===== config.mk =====
export PLATFORM = sky130hd
export DESIGN_NAME = eii_top
export DESIGN_NICKNAME = d
export VERILOG_FILES = /design/src/hw/eii_pkg.sv /design/src/hw/eii_edge_chan.sv /design/src/hw/eii_top.sv
export SDC_FILE = /design/constraint.sdc
export NUM_CORES = 1
export LEC_CHECK = 0
export BUFFER_PORTS_ARGS = -buffer_cell sky130_fd_sc_hd__buf_2
export CAP_MARGIN = 15
export CORE_ASPECT_RATIO = 1.1
export CORE_MARGIN = 3
export CORE_UTILIZATION = 50
export DETAILED_ROUTE_END_ITERATION = 6
export PLACE_DENSITY = 0.77
export SLEW_MARGIN = 20
export SYNTH_ARGS = -nofsm -noshare
export SYNTH_HDL_FRONTEND = slang
export SYNTH_SLANG_ARGS = --single-unit
export TNS_END_PERCENT = 1

===== constraint.sdc =====
create_clock -name i_clk -period 5.85 [get_ports i_clk]
set_clock_uncertainty 0.05 [all_clocks]
set_input_delay 1.4625 -clock i_clk [delete_from_list [all_inputs] [get_ports i_clk]]
set_output_delay 1.4625 -clock i_clk [all_outputs]
set_load 0.03 [all_outputs]

===== src/hw/eii_pkg.sv =====
// What this block does
// - Any input may be an interrupt source
// - Per input: none, rise, fall, both
// - At most one pending event per input
// - Extra edges on pending input silently dropped
// - Start bytes 6/7 hold module address 7C
// - Bytes 8 on hold triggering input bitmap
// - No diagnostics for standard I/O
// - Analog output range, default plus/minus 10 V
// - Channels 0,1 output type, default voltage
// - AI/AO parameter record is 13 bytes
package eii_pkg;
  localparam int N_IN = 24;
  localparam int N_AO = 2;
  localparam int PARAM_BYTES = 13;
  // Edge selection codes
  localparam logic [1:0] EDGE_NONE = 2'h0;
  localparam logic [1:0] EDGE_RISE = 2'h1;
  localparam logic [1:0] EDGE_FALL = 2'h2;
  localparam logic [1:0] EDGE_BOTH = 2'h3;
  // Analog output range codes
  localparam logic [2:0] RNG_OFF = 3'h0;
  localparam logic [2:0] RNG_PM20MA = 3'h1;
  localparam logic [2:0] RNG_0_20MA = 3'h2;
  localparam logic [2:0] RNG_4_20MA = 3'h3;
  localparam logic [2:0] RNG_PM10V = 3'h4;
  localparam logic [2:0] RNG_0_10V = 3'h5;
  localparam logic [2:0] RNG_RESET = RNG_PM10V;
  // Analog output type codes
  localparam logic [1:0] TYP_OFF = 2'h0;
  localparam logic [1:0] TYP_VOLT = 2'h1;
  localparam logic [1:0] TYP_CURR = 2'h2;
  localparam logic [1:0] TYP_RESET = TYP_VOLT;
  // Start information
  localparam logic [15:0] MOD_ADDR = 16'h007C;
  localparam int SI_ADDR_BYTE = 6;
  localparam int SI_MAP_BYTE = 8;
  // Register word offsets
  localparam logic [3:0] A_EDGE_LO = 4'h0;
  localparam logic [3:0] A_EDGE_HI = 4'h1;
  localparam logic [3:0] A_PEND = 4'h2;
  localparam logic [3:0] A_MASK = 4'h3;
  localparam logic [3:0] A_AO_CFG = 4'h4;
  localparam logic [3:0] A_SI_ADDR = 4'h5;
  localparam logic [3:0] A_SI_MAP = 4'h6;
  localparam logic [3:0] A_DIAG = 4'h7;
  // AO config field positions: per channel 3 range bits, 2 type bits
  localparam int AO_FLD_W = 5;
  localparam int AO_RNG_LSB = 0;
  localparam int AO_TYP_LSB = 3;
endpackage


===== src/hw/eii_edge_chan.sv =====
`timescale 1ns/10ps
// Single-input edge detector with one-deep pending latch
module eii_edge_chan (
  // Clock and reset
  input wire logic i_clk,
  input wire logic i_sys_rst,
  // Control
  input wire logic [1:0] i_sel,
  input wire logic i_din,
  input wire logic i_clr,
  // Status
  output logic o_pend
);
  import eii_pkg::*;
  logic prev_reg, prev_next, pend_reg, pend_next, hit;

  always_comb begin
    prev_next = i_din;
    hit = 1'b0;
    case (i_sel)
      EDGE_RISE: hit = i_din & ~prev_reg;
      EDGE_FALL: hit = ~i_din & prev_reg;
      EDGE_BOTH: hit = i_din ^ prev_reg;
      default: hit = 1'b0;
    endcase
    // One event held, more dropped; new edge wins over clear
    pend_next = pend_reg;
    if (i_clr) begin
      pend_next = 1'b0;
    end
    if (hit) begin
      pend_next = 1'b1;
    end
  end

  always_ff @(posedge i_clk) begin
    if (i_sys_rst) begin
      prev_reg <= 1'b0;
      pend_reg <= 1'b0;
    end else begin
      prev_reg <= prev_next;
      pend_reg <= pend_next;
    end
  end

  assign o_pend = pend_reg;

  // Held event survives until cleared
  property p_hold;
    @(posedge i_clk) disable iff (i_sys_rst)
    pend_reg && !i_clr |=> pend_reg;
  endproperty
  a_hold: assert property (p_hold)
    else $error("pending event lost");

  // Selected rising edge latches an event
  property p_rise;
    @(posedge i_clk) disable iff (i_sys_rst)
    i_sel == EDGE_RISE && i_din && !prev_reg |=> pend_reg;
  endproperty
  a_rise: assert property (p_rise)
    else $error("rising edge not latched");
endmodule


===== src/hw/eii_top.sv =====
`timescale 1ns/10ps
// Edge interrupt inputs with analog output parameter store
module eii_top (
  // Clock and reset
  input wire logic i_clk,
  input wire logic i_sys_rst,
  // Field inputs
  input wire logic [eii_pkg::N_IN-1:0] i_din,
  // Register port
  input wire logic [3:0] i_addr,
  input wire logic [31:0] i_wdata,
  input wire logic i_wr,
  input wire logic i_rd,
  output logic [31:0] o_rdata,
  // Handler side
  output logic o_process_interrupt_flag,
  output logic [15:0] o_triggering_module_address,
  output logic [31:0] o_triggering_input_bitmap,
  output logic [eii_pkg::PARAM_BYTES*8-1:0] o_param_record
);
  import eii_pkg::*;

  // ----------------------------------------------------------------
  // Configuration registers
  // ----------------------------------------------------------------
  logic [31:0] edge_lo_reg, edge_lo_next, edge_hi_reg, edge_hi_next;
  logic [N_IN-1:0] mask_reg, mask_next, clr, pend;
  logic [N_AO*AO_FLD_W-1:0] ao_reg, ao_next;
  logic [31:0] rdata_reg, rdata_next;
  logic [63:0] sel_all;

  assign sel_all = {edge_hi_reg, edge_lo_reg};

  always_comb begin
    edge_lo_next = edge_lo_reg;
    edge_hi_next = edge_hi_reg;
    mask_next = mask_reg;
    ao_next = ao_reg;
    clr = '0;
    if (i_wr) begin
      case (i_addr)
        A_EDGE_LO: edge_lo_next = i_wdata;
        A_EDGE_HI: edge_hi_next = {16'h0000, i_wdata[15:0]};
        A_MASK: mask_next = i_wdata[N_IN-1:0];
        A_AO_CFG: ao_next = i_wdata[N_AO*AO_FLD_W-1:0];
        A_PEND: clr = i_wdata[N_IN-1:0];
        default: clr = '0;
      endcase
    end
  end

  // ----------------------------------------------------------------
  // Per-input edge channels
  // ----------------------------------------------------------------
  genvar g;
  generate
    for (g = 0; g < N_IN; g++) begin : g_ch
      eii_edge_chan u_ch (
        .i_clk(i_clk),
        .i_sys_rst(i_sys_rst),
        .i_sel(sel_all[2*g+1:2*g]),
        .i_din(i_din[g]),
        .i_clr(clr[g]),
        .o_pend(pend[g])
      );
    end
  endgenerate

  // ----------------------------------------------------------------
  // Read mux and handler outputs
  // ----------------------------------------------------------------
  logic [31:0] map32;
  logic [PARAM_BYTES*8-1:0] rec;
  assign map32 = {{(32-N_IN){1'b0}}, pend};

  always_comb begin
    rec = '0;
    for (int c = 0; c < N_AO; c++) begin
      rec[8*c +: 8] = {5'h00,
        ao_reg[c*AO_FLD_W+AO_RNG_LSB +: 3]};
      rec[8*(c+2) +: 8] = {6'h00,
        ao_reg[c*AO_FLD_W+AO_TYP_LSB +: 2]};
    end
    rdata_next = 32'h0000_0000;
    if (i_rd) begin
      case (i_addr)
        A_EDGE_LO: rdata_next = edge_lo_reg;
        A_EDGE_HI: rdata_next = edge_hi_reg;
        A_PEND: rdata_next = map32;
        A_MASK: rdata_next = {{(32-N_IN){1'b0}}, mask_reg};
        A_AO_CFG: rdata_next = {22'h000000, ao_reg};
        A_SI_ADDR: rdata_next = {16'h0000, MOD_ADDR};
        A_SI_MAP: rdata_next = map32 & {8'h00, mask_reg};
        A_DIAG: rdata_next = 32'h0000_0000;
        default: rdata_next = 32'h0000_0000;
      endcase
    end
  end

  always_ff @(posedge i_clk) begin
    if (i_sys_rst) begin
      edge_lo_reg <= 32'h0000_0000;
      edge_hi_reg <= 32'h0000_0000;
      mask_reg <= '0;
      ao_reg <= {N_AO{TYP_RESET, RNG_RESET}};
      rdata_reg <= 32'h0000_0000;
    end else begin
      edge_lo_reg <= edge_lo_next;
      edge_hi_reg <= edge_hi_next;
      mask_reg <= mask_next;
      ao_reg <= ao_next;
      rdata_reg <= rdata_next;
    end
  end

  assign o_rdata = rdata_reg;
  assign o_triggering_module_address = MOD_ADDR;
  assign o_triggering_input_bitmap = map32 & {8'h00, mask_reg};
  assign o_process_interrupt_flag = |(pend & mask_reg);
  assign o_param_record = rec;

  property p_irq;
    @(posedge i_clk) disable iff (i_sys_rst)
    |(pend & mask_reg) |-> o_process_interrupt_flag;
  endproperty
  a_irq: assert property (p_irq)
    else $error("irq missing");

  property p_addr;
    @(posedge i_clk) disable iff (i_sys_rst)
    o_triggering_module_address == 16'h007C;
  endproperty
  a_addr: assert property (p_addr)
    else $error("bad module address");

  property p_clr;
    @(posedge i_clk) disable iff (i_sys_rst)
    i_wr && i_addr == A_PEND && i_wdata[0]
    && !(i_din[0] ^ $past(i_din[0]))
    && sel_all[1:0] == EDGE_NONE |=> !pend[0];
  endproperty
  a_clr: assert property (p_clr)
    else $error("pending not cleared");

  property p_rd;
    @(posedge i_clk) disable iff (i_sys_rst)
    i_rd && i_addr == A_DIAG |=> o_rdata == 32'h0;
  endproperty
  a_rd: assert property (p_rd)
    else $error("diag nonzero");
endmodule


==> run metrics <==
Synth top cells by count=nand2_1, dfxtp_1, buf_4; vias per cell=5.379; Min-Delay Path Class=reg -> reg; top area cells in the synthesized netlist=dfxtp_1, buf_4, nand2_1; Critical Path RT=4.34 ns; Ys Warns=0; first-pass GRT wire length=34,250 um; Fin. Hold Viols=0; RSZ-0062 raised after global routing=no; Clock Sinks=162; ys flop type=dfxtp_1; H-tree Lvls=4; share of the synthesized area in the top cell type=0.3897; worst vdd ir=0.2162 mV; largest net degree at the start of global routing=87; antenna cell count=0; fill cell count=1,444; placed insts=1,311; most frequent cell after synthesis=nand2_1; Clock Path Buffers=2; Post-route DRC=10; normalized max-slew margin=0.2807; die width=129.0 um; min cycle time layout=4.218 ns; Tcrit/Tclk final=0.7210; status=finished with violations; max frequency=237.1 MHz; syn_area_per_cell=8.103 um^2; WL final=22,660 um; area delta synth->final=11.16%; non-filler instance count after layout=1,343; DR vias=7,224; Initial DRC Count=1,005; vias in the first global route=6,488; layout cells sized above 1=0.1619; Worst-Skew Late Latency=0.43 ns; Crit Path Class=reg -> out; post-CTS setup buffer count=0; Unique masters post-synth=37; DRT Pass-1 Iters=7; DP HPWL=15,970 um; RePlAce Congestion=0.8797; GRT Total Usage=0.2410; leakage=4.217 nW; Num CTS Buffers=17; Die ar.=0.01823 mm^2; asr flop ratio synth=0; CTS resizes=0; Root Buffer=clkbuf_16; Routed Antenna Nets=0; Die Y=141.3 um; post-layout util=0.5790; CP Capture Type=output port; cells after synthesis=1,027; routed len/inst=16.87 um; Synth area leader=dfxtp_1; port bufs=130; Reg clk slew, reported paths=0.06 ns; number of hold buffers added after cts=0; Max Slew Vio Count=0; CTS tree=done; # IOs=249; crit path max fanout=3; initial cell density of the core=0.5209; FP Rows=48; pre-CTS setup slack=2.113 ns; failing checks=design-rule violations; Sum Neg Setup Slack=0 ns; EDFF count, synth=0; max-cap violation count=0; Pwr Density=268.8 mW/mm^2; core area=0.01598 mm^2; Worst Setup Start Kind=register; Seq/Total Area, Yosys=0.3897; slack of the critical path=1.632 ns; Final Net Count=1,242; number of synthesized register bits=162; grt total ovfl=0; Arrival @ worst endpoint=2.71 ns; Mapped Area=0.008322 mm^2; initial antenna violation count=0; setup violators final=0; Least-Margin Pin Slew=1.079 ns
-- stage by stage --
step                area (um^2)  hold WS, ns  power (mW)
floorplan                  8757       0.3943       1.407
global placement           8677       0.4011       1.412
detailed placement         8677       0.4074       1.417
CTS                        9250       0.4158       2.494
global route               9250       0.4419       2.566
finish                     9250       0.4188       2.486
-- worst max-delay path, cell delays in order (launching register included) --
cell and delay (ns):
dfxtp_1 0.32, and2_4 0.17, or4_1 0.52, or4_1 0.49, or4_1 0.57, buf_2 0.21
-- cell usage in the layout (no fill, tap or decap), types with 21 or more instances in the layout --
| cell type | Yosys | final |
|---|---|---|
| nand2_1 | 182 | 182 |
| dfxtp_1 | 162 | 162 |
| buf_2 | 4 | 129 |
| conb_1 | 2 | 118 |
| nor2_1 | 85 | 85 |
| a21oi_1 | 81 | 81 |
| inv_1 | 73 | 73 |
| ha_1 | 48 | 48 |
| and2_1 | 31 | 31 |
| mux2i_1 | 27 | 27 |
| nand3_1 | 26 | 26 |
| a221oi_1 | 21 | 21 |
-- power breakdown --
group | total (mW) | internal [mW] | switching [mW]
Sequential | 1.14 | 1.12 | 0.0146
Clock | 1.09 | 0.647 | 0.442
Combinational | 0.261 | 0.0560 | 0.205
-- metal layers --
| metal | up-vias | wire length, um | GRT usage |
|---|---|---|---|
| li1 | 3394 | - | - |
| met4 | 0 | 831 | 0.1023 |
| met3 | 73 | 2252 | 0.05422 |
| met1 | 3316 | 9082 | 0.3171 |
| met2 | 441 | 10490 | 0.3805 |
| met5 | - | 0 | 0 |
-- final cells by class --
class,instances,area (um^2),share of cell area
Multi-Input combinational cell,738,4197,0.4537
Clock inverter,10,108.9,0.01177
Tap cell,200,250.2,0.02705
Inverter,73,274.0,0.02962
Timing Repair Buffer,138,713.2,0.07710
Clock buffer,22,464.2,0.05018
Sequential cell,162,3243,0.3506
-- final timing paths --
path	cells past startpoint	start	to	slack [ns]
worst max-delay path	5	mask_reg[11]$_SDFFE_PP0P_	o_process_interrupt_flag	1.63
worst min-delay path	2	mask_reg[15]$_SDFFE_PP0P_	mask_reg[15]$_SDFFE_PP0P_	0.42
worst max register to register	3	edge_hi_reg[4]$_SDFFE_PP0P_	o_rdata[4]$_SDFF_PP0_	4.51
worst min register to register	2	mask_reg[15]$_SDFFE_PP0P_	mask_reg[15]$_SDFFE_PP0P_	0.42
-- logic make-up (layout without fill, tap and decap cells) --
family | after synthesis | count (layout) | share of synthesized area
muxes | 27 | 27 | 0.03248
adders and majority gates | 48 | 48 | 0.07217
DFF | 162 | 162 | 0.3897
AOI/OAI and AO/OA | 172 | 172 | 0.1392
other | 2 | 118 | 0.0009025
buffers and inverters | 243 | 243 | 0.1634
and+or+nand+nor | 373 | 373 | 0.2021
(Power assumes the default switching activity.)
